--- src/lcsc_consts.svh ---
// constants for the laser current sweep control block
`ifndef LCSC_CONSTS_SVH
`define LCSC_CONSTS_SVH

// =====================================================
// clock and timing
`define LCSC_CLK_KHZ 40000
`define LCSC_ENA_DELAY_MS 2000
`define LCSC_HOLDOFF_MS 3000
`define LCSC_TRIG_DELAY_US 10000
`define LCSC_TRIG_WIDTH_US 20
`define LCSC_TRIG_WIDTH_CYC (`LCSC_TRIG_WIDTH_US * `LCSC_CLK_KHZ / 1000)
`define LCSC_MIN_INTERVAL_MS 16'h0064
`define LCSC_ADVISE_INTERVAL_MS 16'h07d0

// =====================================================
// current scale: full scale is 10000 counts
`define LCSC_STEP_MIN 16'h0064
`define LCSC_STEP_MAX 16'h03e8
`define LCSC_REC_MAX 7'h63

// =====================================================
// settings word positions
`define LCSC_NSET 10
`define LCSC_S_SETPOINT 4'h0
`define LCSC_S_LIMIT 4'h1
`define LCSC_S_VMAX 4'h2
`define LCSC_S_CABLE 4'h3
`define LCSC_S_BRIGHT 4'h4
`define LCSC_S_BEEP 4'h5
`define LCSC_S_START 4'h6
`define LCSC_S_STOP 4'h7
`define LCSC_S_STEP 4'h8
`define LCSC_S_INTERVAL 4'h9

// =====================================================
// factory defaults
`define LCSC_DEF_SETPOINT 16'h0000
`define LCSC_DEF_LIMIT 16'h2710
`define LCSC_DEF_VMAX 16'h0fa0
`define LCSC_DEF_CABLE 16'h0000
`define LCSC_DEF_BRIGHT 16'h0064
`define LCSC_DEF_BEEP 16'h0001
`define LCSC_DEF_START 16'h0000
`define LCSC_DEF_STOP 16'h2710
`define LCSC_DEF_STEP 16'h03e8
`define LCSC_DEF_INTERVAL 16'h07d0

`endif

--- src/lcsc_pkg.sv ---
// types of the laser current sweep control block
package lcsc_pkg;
  typedef enum logic [1:0] {ENA_OFF = 2'b00, ENA_WAIT = 2'b01, ENA_ON = 2'b10} lcsc_ena_t;
  typedef enum logic [1:0] {LK_NONE = 2'b00, LK_LOCAL = 2'b01, LK_PASSWORD = 2'b10} lcsc_lock_t;
  typedef enum logic [1:0] {SW_IDLE = 2'b00, SW_SETTLE = 2'b01, SW_MEAS = 2'b10} lcsc_sweep_t;
  typedef enum logic [1:0] {CP_IDLE = 2'b00, CP_SAVE = 2'b01, CP_RECALL = 2'b10} lcsc_copy_t;
  typedef enum logic [1:0] {TG_IDLE = 2'b00, TG_DELAY = 2'b01, TG_PULSE = 2'b10} lcsc_trig_t;
endpackage

--- src/lcsc_prof_mem.sv ---
// profile store: four slots of sixteen setting words, registered read
`timescale 1ns/1ps
`default_nettype none
module lcsc_prof_mem (
  input wire logic clk,
  input wire logic rst_n,
  input wire logic we,
  input wire logic [5:0] addr,
  input wire logic [15:0] wdata,
  output logic [15:0] rdata
);
  logic [15:0] mem [64];
  logic [15:0] rdata_next;

  always_comb begin
    rdata_next = mem[addr];
  end

  // array has no reset: contents are undefined until a slot is saved
  always_ff @(posedge clk) begin
    if (we) begin
      mem[addr] <= wdata;
    end
    if (!rst_n) begin
      rdata <= 16'h0000;
    end else begin
      rdata <= rdata_next;
    end
  end
endmodule // lcsc_prof_mem
`default_nettype wire

--- src/lcsc_top.sv ---
// laser current sweep control: enable gating, sweep, profiles, lock, trigger
// How it works
// - enable waits fixed delay, current and indicator together
// - indicator lit only while current delivered
// - step size between one and ten percent
// - reject short settling interval, advise two seconds
// - sweep from start, settle, measure, advance step
// - final reading exactly at stop, never beyond
// - each step timed from previous step end
// - stop ends sweep, collected readings still kept
// - sweep completion disables output, zeroes setpoint
// - records numbered from zero, two digits
// - profile save and recall of ten settings
// - factory recall restores all defaults
// - modulation adds to setpoint, clamped at limit
// - start unlocked; lock blocks knob for setpoint, limit, vmax, cable; password remote-only
// - enable status low while output enabled
// - remote setpoint change gives delayed fixed pulse
// - key switch locked disables output current
// - power back on within holdoff is refused
`timescale 1ns/1ps
`default_nettype none
`include "lcsc_consts.svh"
module lcsc_top #(
  parameter int MS_CYC = `LCSC_CLK_KHZ,
  parameter int ENA_CYC = `LCSC_ENA_DELAY_MS * `LCSC_CLK_KHZ,
  parameter int HOLD_CYC = `LCSC_HOLDOFF_MS * `LCSC_CLK_KHZ,
  parameter int TRIG_DLY_CYC = `LCSC_TRIG_DELAY_US * `LCSC_CLK_KHZ / 1000
) (
  input wire logic CORE_CLK,
  input wire logic RST_N,
  input wire logic FRONT_POWER,
  input wire logic KEY_UNLOCKED,
  input wire logic ENABLE_REQ,
  input wire logic DISABLE_REQ,
  input wire logic [3:0] SET_SEL,
  input wire logic [15:0] SET_DATA,
  input wire logic SET_KNOB_WR,
  input wire logic SET_REMOTE_WR,
  input wire logic LOCK_LOCAL_REQ,
  input wire logic UNLOCK_LOCAL_REQ,
  input wire logic LOCK_REMOTE_REQ,
  input wire logic LOCK_REMOTE_PW,
  input wire logic UNLOCK_REMOTE_REQ,
  input wire logic signed [15:0] ANALOG_MODULATION_INPUT,
  input wire logic RUN_REQ,
  input wire logic STOP_REQ,
  input wire logic [1:0] PROF_SLOT,
  input wire logic SAVE_REQ,
  input wire logic RECALL_REQ,
  input wire logic FACTORY_REQ,
  input wire logic [15:0] MEAS_VOLTAGE,
  output logic APP_POWER,
  output logic OUT_EN,
  output logic [15:0] OUT_CURRENT,
  output logic ENABLE_LED,
  output logic ENABLE_STATUS_N,
  output logic TRIGGER,
  output lcsc_pkg::lcsc_lock_t LOCK_STATE,
  output logic SWEEP_BUSY,
  output logic SWEEP_REJECT,
  output logic INTERVAL_ADVISE,
  output logic READ_VALID,
  output logic [15:0] READ_CURRENT,
  output logic [15:0] READ_VOLTAGE,
  output logic RECORD_DONE,
  output logic [6:0] RECORD_INDEX
);
  import lcsc_pkg::*;

  function automatic logic is_critical(input logic [3:0] sel);
    is_critical = (sel <= `LCSC_S_CABLE);
  endfunction

  function automatic logic [15:0] factory_val(input int i);
    logic [15:0] v [`LCSC_NSET];
    v = '{`LCSC_DEF_SETPOINT, `LCSC_DEF_LIMIT, `LCSC_DEF_VMAX, `LCSC_DEF_CABLE, `LCSC_DEF_BRIGHT,
          `LCSC_DEF_BEEP, `LCSC_DEF_START, `LCSC_DEF_STOP, `LCSC_DEF_STEP, `LCSC_DEF_INTERVAL};
    factory_val = v[i];
  endfunction

  // =====================================================
  // power holdoff and output enable
  logic pw_prev_reg, app_reg, on_reg;
  logic app_next, on_next;
  logic [26:0] hold_cnt_reg, hold_cnt_next, ena_cnt_reg, ena_cnt_next;
  lcsc_ena_t ena_st_reg, ena_st_next;
  logic sw_finish;

  always_comb begin
    app_next = app_reg;
    hold_cnt_next = hold_cnt_reg;
    if (hold_cnt_reg != 27'h0) begin
      hold_cnt_next = hold_cnt_reg - 27'h1;
    end
    if (pw_prev_reg && !FRONT_POWER && app_reg) begin
      app_next = 1'b0;
      hold_cnt_next = 27'(HOLD_CYC - 1);
    end else if (!pw_prev_reg && FRONT_POWER && hold_cnt_reg == 27'h0) begin
      app_next = 1'b1;
    end
    ena_st_next = ena_st_reg;
    ena_cnt_next = ena_cnt_reg;
    case (ena_st_reg)
      ENA_OFF: begin
        if (ENABLE_REQ && KEY_UNLOCKED && app_reg) begin
          ena_st_next = ENA_WAIT;
          ena_cnt_next = 27'h0;
        end
      end
      ENA_WAIT: begin
        if (ena_cnt_reg == 27'(ENA_CYC - 1)) begin
          ena_st_next = ENA_ON;
        end else begin
          ena_cnt_next = ena_cnt_reg + 27'h1;
        end
      end
      ENA_ON: ena_st_next = ENA_ON;
      default: ena_st_next = ENA_OFF;
    endcase
    if (!KEY_UNLOCKED || !app_reg || DISABLE_REQ || sw_finish) begin
      ena_st_next = ENA_OFF;
    end
    on_next = (ena_st_next == ENA_ON);
  end

  always_ff @(posedge CORE_CLK) begin
    if (!RST_N) begin
      pw_prev_reg <= 1'b0;
      app_reg <= 1'b0;
      hold_cnt_reg <= 27'h0;
      ena_st_reg <= ENA_OFF;
      ena_cnt_reg <= 27'h0;
      on_reg <= 1'b0;
    end else begin
      pw_prev_reg <= FRONT_POWER;
      app_reg <= app_next;
      hold_cnt_reg <= hold_cnt_next;
      ena_st_reg <= ena_st_next;
      ena_cnt_reg <= ena_cnt_next;
      on_reg <= on_next;
    end
  end

  // =====================================================
  // trigger after remote setpoint change
  lcsc_trig_t tg_st_reg, tg_st_next;
  logic [18:0] tg_cnt_reg, tg_cnt_next;
  logic remote_sp;

  always_comb begin
    remote_sp = SET_REMOTE_WR && SET_SEL == `LCSC_S_SETPOINT;
    tg_st_next = tg_st_reg;
    tg_cnt_next = tg_cnt_reg + 19'h1;
    case (tg_st_reg)
      TG_IDLE: tg_cnt_next = 19'h0;
      TG_DELAY: begin
        if (tg_cnt_reg == 19'(TRIG_DLY_CYC - 1)) begin
          tg_st_next = TG_PULSE;
          tg_cnt_next = 19'h0;
        end
      end
      TG_PULSE: begin
        if (tg_cnt_reg == 19'(`LCSC_TRIG_WIDTH_CYC - 1)) begin
          tg_st_next = TG_IDLE;
        end
      end
      default: tg_st_next = TG_IDLE;
    endcase
    // a later change restarts the delay; a pulse in flight is cut short
    if (remote_sp) begin
      tg_st_next = TG_DELAY;
      tg_cnt_next = 19'h0;
    end
  end

  always_ff @(posedge CORE_CLK) begin
    if (!RST_N) begin
      tg_st_reg <= TG_IDLE;
      tg_cnt_reg <= 19'h0;
      TRIGGER <= 1'b0;
    end else begin
      tg_st_reg <= tg_st_next;
      tg_cnt_reg <= tg_cnt_next;
      TRIGGER <= (tg_st_next == TG_PULSE);
    end
  end

  // =====================================================
  // sweep sequencer
  lcsc_sweep_t sw_st_reg, sw_st_next;
  logic [15:0] level_reg, level_next, ms_reg, ms_next;
  logic [15:0] div_reg, div_next;
  logic [6:0] rec_idx_next;
  logic [16:0] step_sum;
  logic sw_write, reject_next, rd_next, done_next;
  logic [15:0] set_reg [`LCSC_NSET];
  lcsc_copy_t cp_st_reg;

  always_comb begin
    sw_st_next = sw_st_reg;
    level_next = level_reg;
    ms_next = ms_reg;
    div_next = div_reg + 16'h1;
    rec_idx_next = RECORD_INDEX;
    sw_write = 1'b0;
    sw_finish = 1'b0;
    reject_next = 1'b0;
    rd_next = 1'b0;
    done_next = 1'b0;
    step_sum = {1'b0, level_reg} + {1'b0, set_reg[`LCSC_S_STEP]};
    case (sw_st_reg)
      SW_IDLE: begin
        if (RUN_REQ && on_reg && cp_st_reg == CP_IDLE) begin
          if (set_reg[`LCSC_S_STEP] < `LCSC_STEP_MIN || set_reg[`LCSC_S_STEP] > `LCSC_STEP_MAX ||
              set_reg[`LCSC_S_INTERVAL] < `LCSC_MIN_INTERVAL_MS ||
              set_reg[`LCSC_S_START] > set_reg[`LCSC_S_STOP]) begin
            reject_next = 1'b1;
          end else begin
            sw_st_next = SW_SETTLE;
            level_next = set_reg[`LCSC_S_START];
            sw_write = 1'b1;
            div_next = 16'h0;
            ms_next = 16'h0;
          end
        end
      end
      SW_SETTLE: begin
        if (div_reg == 16'(MS_CYC - 1)) begin
          div_next = 16'h0;
          ms_next = ms_reg + 16'h1;
          if (ms_reg + 16'h1 >= set_reg[`LCSC_S_INTERVAL]) begin
            sw_st_next = SW_MEAS;
          end
        end
      end
      SW_MEAS: begin
        rd_next = 1'b1;
        if (level_reg >= set_reg[`LCSC_S_STOP]) begin
          sw_st_next = SW_IDLE;
          sw_finish = 1'b1;
          done_next = 1'b1;
        end else begin
          level_next = (step_sum > {1'b0, set_reg[`LCSC_S_STOP]}) ? set_reg[`LCSC_S_STOP] : step_sum[15:0];
          sw_write = 1'b1;
          sw_st_next = SW_SETTLE;
          div_next = 16'h0;
          ms_next = 16'h0;
        end
      end
      default: sw_st_next = SW_IDLE;
    endcase
    if (STOP_REQ && sw_st_reg != SW_IDLE) begin
      sw_st_next = SW_IDLE;
      sw_write = 1'b0;
      done_next = 1'b1;
    end
    if (done_next) begin
      rec_idx_next = (RECORD_INDEX == `LCSC_REC_MAX) ? 7'h00 : RECORD_INDEX + 7'h01;
    end
  end

  always_ff @(posedge CORE_CLK) begin
    if (!RST_N) begin
      sw_st_reg <= SW_IDLE;
      level_reg <= 16'h0000;
      ms_reg <= 16'h0000;
      div_reg <= 16'h0000;
      SWEEP_BUSY <= 1'b0;
      SWEEP_REJECT <= 1'b0;
      READ_VALID <= 1'b0;
      READ_CURRENT <= 16'h0000;
      READ_VOLTAGE <= 16'h0000;
      RECORD_DONE <= 1'b0;
      RECORD_INDEX <= 7'h00;
    end else begin
      sw_st_reg <= sw_st_next;
      level_reg <= level_next;
      ms_reg <= ms_next;
      div_reg <= div_next;
      SWEEP_BUSY <= (sw_st_next != SW_IDLE);
      SWEEP_REJECT <= reject_next;
      READ_VALID <= rd_next;
      READ_CURRENT <= rd_next ? level_reg : READ_CURRENT;
      READ_VOLTAGE <= rd_next ? MEAS_VOLTAGE : READ_VOLTAGE;
      RECORD_DONE <= done_next;
      RECORD_INDEX <= rec_idx_next;
    end
  end

  // =====================================================
  // settings, lock and profile copy
  logic [15:0] set_next [`LCSC_NSET];
  lcsc_lock_t lock_next;
  lcsc_copy_t cp_st_next;
  logic [3:0] cp_cnt_reg, cp_cnt_next;
  logic [1:0] slot_reg, slot_next;
  logic mem_we;
  logic [15:0] mem_rdata;
  logic [17:0] mod_sum;
  logic [15:0] cur_next;

  always_comb begin
    set_next = set_reg;
    lock_next = LOCK_STATE;
    if (LOCK_LOCAL_REQ && LOCK_STATE == LK_NONE) begin
      lock_next = LK_LOCAL;
    end else if (UNLOCK_LOCAL_REQ && LOCK_STATE == LK_LOCAL) begin
      lock_next = LK_NONE;
    end
    if (LOCK_REMOTE_REQ) begin
      lock_next = LOCK_REMOTE_PW ? LK_PASSWORD : LK_LOCAL;
    end else if (UNLOCK_REMOTE_REQ) begin
      lock_next = LK_NONE;
    end
    if (SET_REMOTE_WR && SET_SEL < 4'(`LCSC_NSET)) begin
      set_next[SET_SEL] = SET_DATA;
    end else if (SET_KNOB_WR && SET_SEL < 4'(`LCSC_NSET) && !(LOCK_STATE != LK_NONE && is_critical(SET_SEL))) begin
      set_next[SET_SEL] = SET_DATA;
    end
    cp_st_next = cp_st_reg;
    cp_cnt_next = cp_cnt_reg + 4'h1;
    slot_next = slot_reg;
    mem_we = 1'b0;
    case (cp_st_reg)
      CP_IDLE: begin
        cp_cnt_next = 4'h0;
        if (sw_st_reg == SW_IDLE) begin
          slot_next = PROF_SLOT;
          if (SAVE_REQ) begin
            cp_st_next = CP_SAVE;
          end else if (RECALL_REQ) begin
            cp_st_next = CP_RECALL;
          end else if (FACTORY_REQ) begin
            for (int i = 0; i < `LCSC_NSET; i++) begin
              set_next[i] = factory_val(i);
            end
          end
        end
      end
      CP_SAVE: begin
        mem_we = 1'b1;
        if (cp_cnt_reg == 4'(`LCSC_NSET - 1)) begin
          cp_st_next = CP_IDLE;
        end
      end
      CP_RECALL: begin
        if (cp_cnt_reg != 4'h0) begin
          set_next[cp_cnt_reg - 4'h1] = mem_rdata;
        end
        if (cp_cnt_reg == 4'(`LCSC_NSET)) begin
          cp_st_next = CP_IDLE;
        end
      end
      default: cp_st_next = CP_IDLE;
    endcase
    if (sw_write) begin
      set_next[`LCSC_S_SETPOINT] = level_next;
    end
    if (sw_finish) begin
      set_next[`LCSC_S_SETPOINT] = 16'h0000;
    end
    // signed sum, floored at zero and clamped at the limit without dropping enable
    mod_sum = {2'b00, set_next[`LCSC_S_SETPOINT]} + {{2{ANALOG_MODULATION_INPUT[15]}}, ANALOG_MODULATION_INPUT};
    if (mod_sum[17]) begin
      cur_next = 16'h0000;
    end else if (mod_sum > {2'b00, set_next[`LCSC_S_LIMIT]}) begin
      cur_next = set_next[`LCSC_S_LIMIT];
    end else begin
      cur_next = mod_sum[15:0];
    end
    if (!on_next) begin
      cur_next = 16'h0000;
    end
  end

  always_ff @(posedge CORE_CLK) begin
    if (!RST_N) begin
      for (int i = 0; i < `LCSC_NSET; i++) begin
        set_reg[i] <= factory_val(i);
      end
      LOCK_STATE <= LK_NONE;
      cp_st_reg <= CP_IDLE;
      cp_cnt_reg <= 4'h0;
      slot_reg <= 2'b00;
      OUT_CURRENT <= 16'h0000;
      OUT_EN <= 1'b0;
      ENABLE_LED <= 1'b0;
      ENABLE_STATUS_N <= 1'b1;
      APP_POWER <= 1'b0;
      INTERVAL_ADVISE <= 1'b0;
    end else begin
      set_reg <= set_next;
      LOCK_STATE <= lock_next;
      cp_st_reg <= cp_st_next;
      cp_cnt_reg <= cp_cnt_next;
      slot_reg <= slot_next;
      OUT_CURRENT <= cur_next;
      OUT_EN <= on_next;
      ENABLE_LED <= on_next;
      ENABLE_STATUS_N <= !on_next;
      APP_POWER <= app_next;
      INTERVAL_ADVISE <= (set_next[`LCSC_S_INTERVAL] < `LCSC_ADVISE_INTERVAL_MS);
    end
  end

  lcsc_prof_mem u_mem (
    .clk(CORE_CLK),
    .rst_n(RST_N),
    .we(mem_we),
    .addr({slot_reg, cp_cnt_reg}),
    .wdata(set_reg[cp_cnt_reg]),
    .rdata(mem_rdata)
  );
endmodule // lcsc_top
`default_nettype wire

--- config.mk ---
export PLATFORM = sky130hd
export DESIGN_NAME = lcsc_top
export DESIGN_NICKNAME = d
export VERILOG_FILES = /design/src/lcsc_pkg.sv /design/src/lcsc_prof_mem.sv /design/src/lcsc_top.sv
export VERILOG_INCLUDE_DIRS = /design/src /design/src/src
export SDC_FILE = /design/constraint.sdc
export NUM_CORES = 2
export LEC_CHECK = 0
export BUFFER_PORTS_ARGS = -buffer_cell sky130_fd_sc_hd__buf_2
export CAP_MARGIN = 20
export CORE_ASPECT_RATIO = 0.5
export CORE_MARGIN = 2
export CORE_UTILIZATION = 27
export CTS_CLUSTER_SIZE = 16
export DETAILED_ROUTE_END_ITERATION = 10
export SYNTH_ARGS = -nofsm -noshare
export SYNTH_HDL_FRONTEND = slang
export SYNTH_SLANG_ARGS = --single-unit
--- constraint.sdc ---
create_clock -name CORE_CLK -period 7.28 [get_ports CORE_CLK]
set_clock_uncertainty 0.1 [all_clocks]
set_input_delay 1.456 -clock CORE_CLK [delete_from_list [all_inputs] [get_ports CORE_CLK]]
set_output_delay 1.456 -clock CORE_CLK [all_outputs]
set_load 0.1 [all_outputs]
==> flow_metrics.env <==
export IMPL_seqPwrFrac_pct=50.2
export IMPL_synth_seq_area_share_pct=65.7
export IMPL_combPwrFrac_pct=7.9
export IMPL_start_kind="flip-flop"
export IMPL_max_stage_delay_ps=500
export IMPL_syn_nets=4768
export IMPL_synth_xor_area_share_pct=1.86
export IMPL_fp_coreArea_mm2=0.214
export IMPL_die_h_um=333
export IMPL_cts_buffer_depth=3
export IMPL_h_tree_depth=4
export IMPL_setup_worst_path_class="flip-flop to flip-flop"
export IMPL_synth_top_area_share_pct=52.7
export IMPL_rows=120
export IMPL_multiInputGateArea_mm2=0.0192
export IMPL_crit_slowest_cell="or4_1"
export IMPL_dr_pass1_iters=6
export IMPL_setup_violations=16
export IMPL_start_util_pct=27.2
export IMPL_die_area_mm2=0.220
export IMPL_fillerInstances=21200
export IMPL_grt_usage_pct=16.7
export IMPL_synth_cell_area_mm2=0.0583
export IMPL_arrival_ps=8470
export IMPL_violations="negative setup slack"
export IMPL_fin_total_pwr_mw=17.5
export IMPL_synth_top_family_by_area="compound AO/OA/AOI/OAI gates"
export IMPL_grt_max_degree=129
export IMPL_maxCapViolCount=0
export IMPL_io_buffers=138
export IMPL_hold_violations=0
export IMPL_yosysTopAreaCell="edfxtp_1"
export IMPL_largest_reg_flops=1024
export IMPL_p_clk_share_pct=42.0
export IMPL_clkLatencyLatePin_ps=800
export IMPL_grt_remaining_overflow=0
export IMPL_status="finished with violations"
export IMPL_max_vdd_ir_drop_mv=0.256
export IMPL_worstPathRequired_ps=7840
export IMPL_synthSimpleGateAreaFrac_pct=8.55
export IMPL_worstHoldPathType="flip-flop to flip-flop"
export IMPL_hpwl_mm=117
export IMPL_endpoint_kind="flip-flop"
export IMPL_drc=0
export IMPL_drt_iter0_drc=4592
export IMPL_synthAdderAreaFrac_pct=2.73
export IMPL_vias=41600
export IMPL_synth_compound_area_share_pct=15.2
export IMPL_p_sw_share_pct=24.2
export IMPL_drv_slew=0
export IMPL_crit_family="compound AO/OA/AOI/OAI gates"
export IMPL_ys_top_cells_by_area="edfxtp_1 (53%), dfxtp_1 (13%), a22oi_1 (5.3%), mux2i_1 (3.3%), nor2_1 (2.8%)"
export IMPL_synthDistinctLibCells=84
export IMPL_gp_congestion=0.924
export IMPL_regArea_mm2=0.0383
export IMPL_ys_warn_count=0
export IMPL_setup_tns_ps=-9760
export IMPL_relSlewSlack_pct=19.4
export IMPL_die_width_um=661
export IMPL_antenna_found_initial=17
export IMPL_fin_crit_ps=7910
export IMPL_cp_num_buf_inv=3
export IMPL_ioPinCount=139
export IMPL_num_nets_final=5123
export IMPL_cp_max_fo=5
export IMPL_p_sw_mw=4.24
export IMPL_viasPerCell=5.26
export IMPL_synth_flop_cell="edfxtp_1"
export IMPL_wl_mm=191
export IMPL_antenna_left=0
export IMPL_fin_ws_ps=-630
export IMPL_ys_ff_latch=1402
export IMPL_rsz0062_at_grt="true"
export IMPL_synthToLayoutAreaGrowth_pct=19.6
export IMPL_grt_first_pass_wirelength_mm=274
export IMPL_fmax_mhz=126
export IMPL_intPower_mw=13.3
export IMPL_design_area_mm2=0.0698
export IMPL_pre_cts_ws_ps=-1040
export IMPL_hold_buffers=0
export IMPL_async_reset_ff_share_pct=0
export IMPL_post_drt_wl_per_cell_um=24.1
export IMPL_post_route_period_util_pct=109
export IMPL_leakage_nw=23.9
export IMPL_powerDensity_mw_per_mm2=251
export IMPL_dpl_cell_area_mm2=0.0646
export IMPL_syn_area_per_cell_um2=12.8
export IMPL_worstMarginPinSlew_ps=1200
export IMPL_netlist_instances=4570
export IMPL_cts_buffers=139
export IMPL_clk_pin_slew_ps=60
export IMPL_numClockSinks=1402
export IMPL_cts_tree="built"
export IMPL_cts_root_buffer="clkbuf_16"
export IMPL_grt_pass1_vias=38800
export IMPL_synth_edff_count=1024
export IMPL_drive_gt1_share_pct=16.8
export IMPL_synthMuxAreaShare_pct=3.37
-- through the flow --
stage | util (%) | cells | hold slack [ps]
2_1_floorplan | - | 4570 | 326
3_3_place_gp | 30.1 | 7625 | 339
3_5_place_dp | 30.1 | 7626 | 344
4_1_cts | 32.4 | 7893 | 353
5_1_grt | 32.6 | 7910 | 366
6_report | 32.6 | 7912 | 351
-- routing by layer --
| metal | vias to the layer above | part of all wire, % | GRT usage [%] |
|---|---|---|---|
| met3 | 354 | 8.7 | 3.49 |
| met5 | - | 0.023 | 0 |
| met1 | 20900 | 43 | 23.3 |
| met2 | 1941 | 44 | 25.2 |
| li1 | 18400 | - | - |
| met4 | 6 | 3.9 | 6.65 |
-- worst reg2reg max path: cells and delay by family (launching register included) --
kind,cells,cell delay [ps]
flip-flops,1,320
AO/OA/AOI/OAI,14,2800
AND/OR/NAND/NOR,13,2260
adder cells (fa/ha/maj),5,1450
multiplexers,2,360
XOR/XNOR,1,100
buffers and inverters,3,420
-- kinds of logic (layout without fill, tap and decap cells) --
| logic type | after synthesis | after routing |
|---|---|---|
| buffers and inverters | 388 | 856 |
| adder cells (fa/ha/maj) | 126 | 126 |
| flip-flops | 1402 | 1402 |
| AO/OA/AOI/OAI | 1257 | 1257 |
| other | 0 | 7 |
| XOR/XNOR | 124 | 124 |
| AND/OR/NAND/NOR | 1077 | 1077 |
| multiplexers | 196 | 196 |
-- power groups by stage --
| stage | clock network (mW) | registers, mW | logic, mW |
|---|---|---|---|
| finish | 7.34 | 8.77 | 1.38 |
| global route | 7.78 | 8.78 | 1.48 |
| CTS | 7.45 | 8.77 | 1.36 |
| detailed placement | 0 | 8.94 | 1.33 |
| global placement | 0 | 8.94 | 1.32 |
| floorplan | 0 | 8.93 | 0.814 |
-- repair_timing --
action                     4_1_cts  5_1_grt
setup endpoints to repair       16       16
setup buffers                   12        7
pin swaps                       30       19
cloned                           2        0
resized for setup               29       21
-- worst paths after layout --
check	from	to	slack [ps]	cells past startpoint
worst max register to register	set_reg[19]	OUT_CURRENT[5]	-630	38
worst min register to register	READ_VOLTAGE[1]	READ_VOLTAGE[1]	350	2
worst min-delay path	READ_VOLTAGE[1]	READ_VOLTAGE[1]	350	2
worst max-delay path	set_reg[19]	OUT_CURRENT[5]	-630	38
-- cell type report --
type                            count  area share, %
Tap cell                         2867           5.14
Antenna cell                        7         0.0251
Sequential cell                  1402           54.9
Inverter                           84          0.462
Timing Repair Buffer              518           5.41
Clock inverter                     77           1.30
Clock buffer                      177           5.32
Multi-Input combinational cell   2780           27.4
-- placed cells by master, fill, tap and decap left out, types with 20 or more instances in the layout --
| cell | Yosys | routed |
|---|---|---|
| clkinv_2 | 0 | 22 |
| xor2_1 | 77 | 76 |
| dfxtp_1 | 378 | 376 |
| edfxtp_1 | 1024 | 1024 |
| clkbuf_16 | 0 | 139 |
| nand2_1 | 232 | 232 |
| a22o_1 | 90 | 90 |
| xnor2_1 | 47 | 45 |
| inv_1 | 83 | 82 |
| clkbuf_1 | 230 | 29 |
| nor2_2 | 0 | 20 |
| o211ai_1 | 21 | 21 |
| a22oi_1 | 410 | 410 |
| nand3b_1 | 23 | 23 |
| buf_2 | 10 | 139 |
| nand4_1 | 27 | 27 |
| a21oi_1 | 261 | 250 |
| mux2i_1 | 192 | 189 |
| clkinv_1 | 0 | 22 |
| nand3_1 | 67 | 63 |
| o21ai_0 | 86 | 70 |
| nor4_1 | 49 | 46 |
| a41oi_1 | 42 | 41 |
| and3_1 | 39 | 36 |
| nor3_1 | 88 | 83 |
| a221oi_1 | 97 | 97 |
| a31oi_1 | 95 | 95 |
| ha_1 | 124 | 117 |
| buf_4 | 6 | 355 |
| nor2_1 | 439 | 417 |
-- cells in the mapped netlist, types with 8 or more instances --
cell type and count:
ha_1 124, nand3b_1 23, o2bb2ai_1 9, edfxtp_1 1024, nand3_1 67, a41o_1 17
o21a_1 9, nor3_1 88, inv_1 83, o22ai_1 18, nor4_1 49, nand2b_1 17
dfxtp_1 378, buf_2 10, o31ai_1 12, o22a_1 10, nor2b_1 12, nand2_1 232
or3_1 14, clkbuf_1 230, or2_2 9, a22o_1 90, xor2_1 77, o21ai_0 86
o211ai_1 21, and4_1 8, xnor2_1 47, a21o_1 11, a221oi_1 97, buf_1 53
and3_1 39, a41oi_1 42, a22oi_1 410, and2_1 18, nand4_1 27, a21oi_1 261
nor2_1 439, a211oi_1 10, or4_1 8, a31oi_1 95, mux2i_1 192
No activity file was read; power rests on OpenSTA's default activity.
